## src/design/fa_pkg.sv

```systemverilog
/*
 * constants and types shared by the flash access register file.
 * assumes one core clock domain and byte wide special function accesses.
 */
package fa_pkg;

  // register offsets within the bank that decodes them
  localparam logic [7:0] OFS_ADDR_LOW = 8'h40;
  localparam logic [7:0] OFS_WORD_LOW_BASE = 8'h41;
  localparam logic [7:0] OFS_ADDR_HIGH = 8'h40;
  localparam logic [7:0] OFS_WORD_HIGH_BASE = 8'h41;
  localparam logic [7:0] OFS_OP_CTRL = 8'h45;
  localparam logic [7:0] OFS_AUX_CTRL = 8'h46;

  // bank numbers
  localparam logic BANK_LOW = 1'b0;
  localparam logic BANK_HIGH = 1'b1;

  // sizes
  localparam int WORDS = 4;
  localparam int PAGE_WORDS = 32;
  localparam logic [4:0] PAGE_LAST = 5'h1f;
  localparam int ADDR_HIGH_BITS = 4;

  // operation control field positions
  localparam int CTL_RD_TRIG = 0;
  localparam int CTL_RD_EN = 1;
  localparam int CTL_WR_TRIG = 2;
  localparam int CTL_MODE_TRIG = 3;
  localparam int CTL_MODE_LSB = 4;
  localparam int CTL_WR_EN_FLAG = 7;

  // aux control field positions
  localparam int AUX_BUF_CLEAR = 0;
  localparam int AUX_SW_RESET = 4;

  // reset and fill values
  localparam logic [7:0] CTRL_RESET = 8'h00;
  localparam logic [11:0] ADDR_RESET = 12'h000;
  localparam logic [15:0] WORD_RESET = 16'h0000;
  localparam logic [15:0] BUF_FILL = 16'hffff;
  localparam logic [7:0] READ_ZERO = 8'h00;

  // register file state
  typedef struct packed {
    logic [11:0] addr;
    logic [7:0] ctrl;
    logic sw_reset;
    logic buf_clear;
    logic wr_invalid;
    logic [31:0][15:0] wbuf;
    logic [15:0] wbuf_q;
    logic [7:0] rdata;
    logic rd_go;
    logic wr_go;
    logic mode_go;
  } fa_regs_s;

  // one flash data word
  typedef struct packed {
    logic [7:0] high;
    logic [7:0] low;
  } fa_word_s;

endpackage : fa_pkg

```

## src/design/fa_data_word.sv

```systemverilog
/*
 * one 16-bit flash data word held as a low and a high byte register.
 * assumes the parent decodes the byte write strobes.
 */
`timescale 1ns/1ps
module fa_data_word (
  input wire logic ref_clk_i,
  input wire logic arst_n_i,
  input wire logic low_we_i,
  input wire logic high_we_i,
  input wire logic [7:0] wdata_i,
  input wire logic load_i,
  input wire logic [15:0] load_data_i,
  output logic [15:0] word_o
);

  fa_pkg::fa_word_s q;
  fa_pkg::fa_word_s next_q;

  // byte writes, whole word load from a flash read
  always_comb begin
    next_q = q;
    if (load_i) begin
      next_q = fa_pkg::fa_word_s'(load_data_i);
    end
    if (low_we_i) begin
      next_q.low = wdata_i;
    end
    if (high_we_i) begin
      next_q.high = wdata_i;
    end
  end

  // content is meaningless until written; zero for clean simulation
  always_ff @(posedge ref_clk_i or negedge arst_n_i) begin
    if (!arst_n_i) begin
      q <= fa_pkg::fa_word_s'(fa_pkg::WORD_RESET);
    end else begin
      q <= next_q;
    end
  end

  assign word_o = q;

endmodule : fa_data_word

```

## src/design/fa_flash_regs.sv

```systemverilog
/*
 * flash access register file: address, data words, control registers,
 * page write buffer, the start strobes to and the done strobes from the flash sequencer.
 * assumes the core presents one byte access per cycle with bank and
 * indirect flags, and a sequencer that pulses done when work ends.
 */
`timescale 1ns/1ps
module fa_flash_regs (
  input wire logic ref_clk_i,
  input wire logic arst_n_i,
  input wire logic [7:0] sfr_addr_i,
  input wire logic sfr_bank_i,
  input wire logic sfr_indirect_i,
  input wire logic sfr_wr_i,
  input wire logic sfr_rd_i,
  input wire logic [7:0] sfr_wdata_i,
  output logic [7:0] sfr_rdata_o,
  input wire logic mode_done_i,
  input wire logic write_done_i,
  input wire logic read_done_i,
  input wire logic [15:0] read_data_i,
  input wire logic [4:0] wbuf_idx_i,
  output logic [15:0] wbuf_data_o,
  output logic [11:0] flash_addr_o,
  output logic [2:0] flash_op_mode_o,
  output logic flash_write_enable_flag_o,
  output logic mode_change_start_o,
  output logic write_cycle_start_o,
  output logic read_cycle_start_o,
  output logic software_core_reset_o
);

  fa_pkg::fa_regs_s q;
  fa_pkg::fa_regs_s next_q;

  logic [3:0] low_we;
  logic [3:0] high_we;
  logic [3:0][15:0] words;
  logic [3:0][7:0] low_sel;
  logic [3:0][7:0] high_sel;
  logic sel_addr_low;
  logic sel_addr_high;
  logic sel_ctrl;
  logic sel_aux;
  logic high_ok;
  logic w0_high_wr;

  // bank 0 registers take direct or indirect access; bank 1 only indirect
  assign high_ok = (sfr_bank_i == fa_pkg::BANK_HIGH) && sfr_indirect_i;
  assign sel_addr_low = (sfr_bank_i == fa_pkg::BANK_LOW)
    && (sfr_addr_i == fa_pkg::OFS_ADDR_LOW);
  assign sel_addr_high = high_ok && (sfr_addr_i == fa_pkg::OFS_ADDR_HIGH);
  assign sel_ctrl = high_ok && (sfr_addr_i == fa_pkg::OFS_OP_CTRL);
  assign sel_aux = high_ok && (sfr_addr_i == fa_pkg::OFS_AUX_CTRL);

  // byte strobes for the four data words, word 0 first
  genvar gi;
  generate
    for (gi = 0; gi < fa_pkg::WORDS; gi++) begin : g_word
      assign low_sel[gi] = fa_pkg::OFS_WORD_LOW_BASE + 8'(gi);
      assign high_sel[gi] = fa_pkg::OFS_WORD_HIGH_BASE + 8'(gi);
      assign low_we[gi] = sfr_wr_i && (sfr_bank_i == fa_pkg::BANK_LOW)
        && (sfr_addr_i == low_sel[gi]);
      assign high_we[gi] = sfr_wr_i && high_ok
        && (sfr_addr_i == high_sel[gi]);
      fa_data_word u_word (
        .ref_clk_i(ref_clk_i),
        .arst_n_i(arst_n_i),
        .low_we_i(low_we[gi]),
        .high_we_i(high_we[gi]),
        .wdata_i(sfr_wdata_i),
        .load_i(read_done_i && (gi == 0)),
        .load_data_i(read_data_i),
        .word_o(words[gi])
      );
    end
  endgenerate

  assign w0_high_wr = high_we[0];

  // next state of the register file
  always_comb begin
    next_q = q;
    next_q.rd_go = 1'b0;
    next_q.wr_go = 1'b0;
    next_q.mode_go = 1'b0;
    next_q.wbuf_q = q.wbuf[wbuf_idx_i];
    // address bytes; loading either one revalidates buffered writes
    if (sfr_wr_i && sel_addr_low) begin
      next_q.addr[7:0] = sfr_wdata_i;
      next_q.wr_invalid = 1'b0;
    end
    if (sfr_wr_i && sel_addr_high) begin
      next_q.addr[11:8] = sfr_wdata_i[fa_pkg::ADDR_HIGH_BITS-1:0];
      next_q.wr_invalid = 1'b0;
    end
    // word 0 high write pushes the whole word into the page buffer
    if (w0_high_wr && !q.wr_invalid) begin
      next_q.wbuf[q.addr[4:0]] = {sfr_wdata_i, words[0][7:0]};
      if (q.addr[4:0] == fa_pkg::PAGE_LAST) begin
        next_q.wr_invalid = 1'b1;
      end else begin
        next_q.addr = q.addr + 12'h001;
      end
    end
    // hardware ends triggered cycles
    if (mode_done_i) begin
      next_q.ctrl[fa_pkg::CTL_MODE_TRIG] = 1'b0;
    end
    if (write_done_i) begin
      next_q.ctrl[fa_pkg::CTL_WR_TRIG] = 1'b0;
    end
    if (read_done_i) begin
      next_q.ctrl[fa_pkg::CTL_RD_TRIG] = 1'b0;
    end
    // software control write; a trigger bit still set refuses a new set, so a same-cycle done wins
    if (sfr_wr_i && sel_ctrl) begin
      next_q.ctrl[7:4] = sfr_wdata_i[7:4];
      next_q.ctrl[fa_pkg::CTL_RD_EN] = sfr_wdata_i[fa_pkg::CTL_RD_EN];
      if (sfr_wdata_i[fa_pkg::CTL_MODE_TRIG]
          && !q.ctrl[fa_pkg::CTL_MODE_TRIG]) begin
        next_q.ctrl[fa_pkg::CTL_MODE_TRIG] = 1'b1;
        next_q.mode_go = 1'b1;
      end
      if (sfr_wdata_i[fa_pkg::CTL_WR_TRIG]
          && !q.ctrl[fa_pkg::CTL_WR_TRIG]) begin
        next_q.ctrl[fa_pkg::CTL_WR_TRIG] = 1'b1;
        next_q.wr_go = 1'b1;
      end
      // read trigger needs the read enable, old or newly written
      if (sfr_wdata_i[fa_pkg::CTL_RD_TRIG]
          && !q.ctrl[fa_pkg::CTL_RD_TRIG]
          && (q.ctrl[fa_pkg::CTL_RD_EN]
              || sfr_wdata_i[fa_pkg::CTL_RD_EN])) begin
        next_q.ctrl[fa_pkg::CTL_RD_TRIG] = 1'b1;
        next_q.rd_go = 1'b1;
      end
    end
    // buffer clear completes in one cycle, then hardware drops the bit
    if (q.buf_clear) begin
      for (int i = 0; i < fa_pkg::PAGE_WORDS; i++) begin
        next_q.wbuf[i] = fa_pkg::BUF_FILL;
      end
      next_q.buf_clear = 1'b0;
    end
    // a write end asks for a buffer clear, also in the clearing cycle, where it asks for one more
    if (write_done_i) begin
      next_q.buf_clear = 1'b1;
    end
    // aux control: only the two implemented bits store
    if (sfr_wr_i && sel_aux) begin
      next_q.sw_reset = sfr_wdata_i[fa_pkg::AUX_SW_RESET];
      if (sfr_wdata_i[fa_pkg::AUX_BUF_CLEAR]) begin
        next_q.buf_clear = 1'b1;
      end
    end
    // registered read answer, zero for anything not decoded
    next_q.rdata = fa_pkg::READ_ZERO;
    if (sfr_rd_i) begin
      if (sel_addr_low) begin
        next_q.rdata = q.addr[7:0];
      end else if (sel_addr_high) begin
        next_q.rdata = {4'h0, q.addr[11:8]};
      end else if (sel_ctrl) begin
        next_q.rdata = q.ctrl;
      end else if (sel_aux) begin
        next_q.rdata = {3'h0, q.sw_reset, 3'h0, q.buf_clear};
      end else begin
        for (int i = 0; i < fa_pkg::WORDS; i++) begin
          if ((sfr_bank_i == fa_pkg::BANK_LOW)
              && (sfr_addr_i == low_sel[i])) begin
            next_q.rdata = words[i][7:0];
          end
          if (high_ok && (sfr_addr_i == high_sel[i])) begin
            next_q.rdata = words[i][15:8];
          end
        end
      end
    end
  end

  // state register
  always_ff @(posedge ref_clk_i or negedge arst_n_i) begin
    if (!arst_n_i) begin
      q <= '0;
      q.addr <= fa_pkg::ADDR_RESET;
      q.ctrl <= fa_pkg::CTRL_RESET;
    end else begin
      q <= next_q;
    end
  end

  // outputs to core and sequencer
  assign sfr_rdata_o = q.rdata;
  assign wbuf_data_o = q.wbuf_q;
  assign flash_addr_o = q.addr;
  assign flash_op_mode_o = q.ctrl[fa_pkg::CTL_MODE_LSB +: 3];
  assign flash_write_enable_flag_o = q.ctrl[fa_pkg::CTL_WR_EN_FLAG];
  assign mode_change_start_o = q.mode_go;
  assign write_cycle_start_o = q.wr_go;
  assign read_cycle_start_o = q.rd_go;
  assign software_core_reset_o = q.sw_reset;
endmodule : fa_flash_regs

```

## config.mk

```make
export PLATFORM = sky130hd
export DESIGN_NAME = fa_flash_regs
export DESIGN_NICKNAME = d
export VERILOG_FILES = /design/src/design/fa_pkg.sv /design/src/design/fa_data_word.sv /design/src/design/fa_flash_regs.sv
export SDC_FILE = /design/constraint.sdc
export NUM_CORES = 1
export LEC_CHECK = 0
export BUFFER_PORTS_ARGS = -buffer_cell sky130_fd_sc_hd__buf_2
export CAP_MARGIN = 10
export CORE_AREA = 10 10 333 335
export DETAILED_ROUTE_END_ITERATION = 7
export DIE_AREA = 0 0 343 345
export GPL_TIMING_DRIVEN = 0
export PLACE_DENSITY_LB_ADDON = 0.12
export SETUP_SLACK_MARGIN = 0.5
export SLEW_MARGIN = 0
export SYNTH_ARGS = -nofsm -noshare
export SYNTH_HDL_FRONTEND = slang
export SYNTH_SLANG_ARGS = --single-unit
export TNS_END_PERCENT = 10
```

## constraint.sdc

```tcl
create_clock -name ref_clk_i -period 2.11 [get_ports ref_clk_i]
set_clock_uncertainty 0.05 [all_clocks]
set_input_delay 0.1055 -clock ref_clk_i [delete_from_list [all_inputs] [get_ports ref_clk_i]]
set_output_delay 0.1055 -clock ref_clk_i [all_outputs]
set_load 0.005 [all_outputs]
```

==> flow_metrics.py <==
metrics = {
    "outcome": {
        "run_status": "finished, violations left",
        "failed_checks": "negative hold slack",
    },
    "placement": {
        "preCtsSetupSlack_ps": -1660,
        "gp_congestion": 0.910,
        "dpl_cell_area_sq_mm": 0.0325,
        "dp_hpwl_um": 82800,
        "place_inst": 4120,
        "placement.io_buffers": 84,
    },
    "cells_and_area": {
        "synthToLayoutAreaGrowth_pct": 35.1,
        "diodes": 0,
        "finalNonFillerCells": 4440,
        "post_route_cells_drive_above_1_share": 0.371,
        "multiInputGateArea_sq_mm": 0.0146,
        "seqCellArea_sq_mm": 0.0157,
        "layout.nets": 3048,
        "nFillCells": 9942,
        "finish.instance_area_sq_mm": 0.0404,
    },
    "run": {
        "max_cap_viol_count": 0,
    },
    "grt": {
        "largest_net_degree_at_the_start_of_global_routing": 123,
        "grt_remaining_overflow": 0,
        "grt_antenna_before_repair": 4,
        "first_global_vias": 25200,
        "grt_first_pass_wirelength_um": 178000,
        "grt_use_total": 0.201,
    },
    "worst_setup_path": {
        "worstSetupEndpointType": "flip-flop",
        "timing.critical_path.slowest_cell_delay_ps": 560,
        "critPathBufInv": 0,
        "worstPathArrival_ps": 2510,
        "critical_path_required_ps": 2520,
        "worstPathCellList": "mux4_2, mux2i_1, a22o_1, a221oi_1",
        "critical_path_fanouts_max": 2,
        "crit_path_top_delay_cell": "sky130_fd_sc_hd__mux4_2",
        "criticalPathCategory": "reg -> reg",
        "worst_setup_path_start_kind": "flip-flop",
        "cp_top_family": "multiplexers",
    },
    "sta": {
        "number_of_failing_setup_endpoints_in_the_final_timing_report": 0,
        "finalHoldWorstSlack_ps": -633,
        "worst_pin_slew_ps": 932,
        "max_slew_margin": 0.379,
        "post-route-worst-setup-slack_ps": 13.6,
        "final.min_clock_period_ps": 2100,
        "period_share": 0.994,
        "top_achievable_clock_speed_ghz": 0.477,
        "fin_setup_tns_ps": 0,
        "unrepaired_setup_endpoints_after_global_routing": "true",
        "timing.final.max_slew_violations": 0,
        "timing_hold_violations_final": 215,
    },
    "power_and_ir_drop": {
        "max-vdd-ir-drop_mv": 0.614,
        "power_leakage_nw": 14.1,
        "post-layout-total-power_mw": 27.3,
        "cellPowerDensity_mw_per_mm2": 677,
    },
    "cts": {
        "clock_tree.htree_level_count": 3,
        "clock_root_buffer": "sky130_fd_sc_hd__clkbuf_16",
        "tritoncts": "done",
        "clock_latency_ps": 640,
        "cts_inserted_buffers": 77,
        "ctsLongestPathBuffers": 3,
        "path_clk_slew_ps": 60,
        "cts_num_sinks": 626,
    },
    "synth": {
        "synth_mux_area_frac": 0.145,
        "asyncSetResetFlopFracSynth": 1.00,
        "netlist.area_leader.share": 0.523,
        "postSynth.topFlopCell": "sky130_fd_sc_hd__dfrtp_1",
        "avgSynthCellArea_sq_um": 11.3,
        "synth_enable_flop_cells": 0,
        "seq_total_area_yosys": 0.523,
        "synthSimpleGateAreaFrac": 0.123,
        "post_synthesis_compound_gate_area_fraction": 0.156,
        "synth_adder_area_share": 0.00209,
        "netlist_top_cells_area": "sky130_fd_sc_hd__dfrtp_1, sky130_fd_sc_hd__mux4_2, sky130_fd_sc_hd__o31a_1",
        "synth_top_cells_by_count": "sky130_fd_sc_hd__dfrtp_1, sky130_fd_sc_hd__a21oi_1, sky130_fd_sc_hd__nand2_1, sky130_fd_sc_hd__nor3_1, sky130_fd_sc_hd__o31a_1",
        "ys_types": 68,
        "synth_most_common_cell": "sky130_fd_sc_hd__dfrtp_1",
        "synth.largest_area_cell": "sky130_fd_sc_hd__dfrtp_1",
        "synthesis.nets": 2691,
        "netlist_instances": 2640,
        "synth_seq_cells": 626,
        "dominant_combinational_cell_family_by_area_after_synthesis": "compound AO/OA/AOI/OAI gates",
        "yosys_warnings": 0,
        "yosys.area_share.xor_xnor": 0,
        "netlist_area_sq_mm": 0.0299,
    },
    "route": {
        "first_pass_iters": 5,
        "wl_per_cell_um": 27.7,
        "antenna_left": 0,
        "first_iter_violations": 1945,
        "finalWirelength_um": 123000,
        "num_vias": 24600,
        "dr_vias_cell": 5.53,
        "drt_drc_violations_left": 0,
    },
    "die": {
        "chipWidth_um": 343,
        "io-pin-count": 90,
        "effective_utilization_at_floorplan": 0.287,
        "die_area_sq_mm": 0.118,
        "core_sq_mm": 0.104,
        "core.rowCount": 119,
        "floorplan.die.height_um": 345,
    },
    "min_path": {
        "min-delay-path-class": "in -> async",
    },
}
[worst register-to-register path, stage by stage (launching register included)]
cell and delay, ps:
sky130_fd_sc_hd__dfrtp_1 370, sky130_fd_sc_hd__mux4_2 560, sky130_fd_sc_hd__mux2i_1 490, sky130_fd_sc_hd__a22o_1 320
sky130_fd_sc_hd__a221oi_1 130
[logic make-up (layout without fill, tap and decap cells)]
kind of cell               after synthesis  count (layout)
and+or+nand+nor                        723             723
AOI/OAI and AO/OA                      671             671
DFF                                    626             626
muxes                                  267             267
buffers and inverters                  348             757
adders and majority gates                5               5
[flip-flops by register name (all words and copies together) (netlist names)]
| signal | flops |
|---|---|
| flash_addr_o | 12 |
| flash_op_mode_o | 3 |
| flash_write_enable_flag_o | 1 |
| g_word.u_word.word_o | 64 |
| mode_change_start_o | 1 |
| q | 518 |
| read_cycle_start_o | 1 |
| sfr_rdata_o | 8 |
| software_core_reset_o | 1 |
| wbuf_data_o | 16 |
| write_cycle_start_o | 1 |
[path summary, 6_finish.rpt]
path | slack [ps] | depth (start not counted) | endpoint | start
max | 10 | 4 | wbuf_data_o[11] | q[214]
min | -630 | 1 | g_word[1].u_word.word_o[6] | arst_n_i
max reg2reg | 10 | 4 | wbuf_data_o[11] | q[214]
min reg2reg | 440 | 1 | q[35] | q[35]
max in group asynchronous | 660 | 3 | flash_addr_o[8] | arst_n_i
min in group ref_clk_i | 30 | 3 | g_word[0].u_word.word_o[15] | read_done_i
[power breakdown]
| part | total, mW | switching [mW] | internal [mW] |
|---|---|---|---|
| clock network | 12.9 | 5.41 | 7.48 |
| registers | 12.2 | 0.0773 | 12.1 |
| logic | 2.30 | 1.61 | 0.688 |
| total | 27.3 | 7.10 | 20.2 |
[per-layer routing]
layer	global-route usage	vias up	share of wire
li1	-	10600	-
met1	0.269	13000	0.43
met2	0.322	784	0.48
met3	0.0303	193	0.050
met4	0.0800	0	0.039
met5	0	-	0
[through the flow]
step | hold slack [ps] | util
6_report | -633 | 0.387
5_1_grt | -593 | 0.387
4_1_cts | -623 | 0.365
2_1_floorplan | -240 | -
3_3_place_gp | 335 | 0.310
3_5_place_dp | 69.7 | 0.311
[area by class of cell]
cell class	count	area share
multi-input combinational	1666	0.362
clock buffer	117	0.0559
tap	1391	0.0431
inverter	15	0.00210
buffer	333	0.0779
clock inverter	14	0.00306
sequential	626	0.388
timing repair inverter	1	0.000402
timing repair buffer	277	0.0682
[timing repair]
item / in CTS / in global routing
buffers inserted: 98 / 27
pin swaps: 50 / 120
hold endpoints to repair: 218 / 77
setup endpoints to repair: 596 / 636
gates resized for setup: 498 / 529
gates cloned: 18 / 10
hold buffers: 35 / 1
[placed cells by master (no fill, tap or decap), drive strengths merged, types with 5 or more instances in the layout]
master / instances
o211ai: 6
dlygate4sd3: 36
mux4: 128
ha: 5
nand3: 20
o21ai: 24
a22oi: 7
o31a: 256
o22ai: 5
nand4: 17
nor2b: 10
dfrtp: 626
a21oi: 289
and3: 14
a21o: 6
nor2: 45
clkbuf: 321
and4: 6
buf: 369
mux2: 55
a22o: 16
a221oi: 20
mux2i: 84
nand2: 286
nor3: 263
clkinv: 10
nor4: 33
inv: 15
Power figures use the tool's default switching activity.
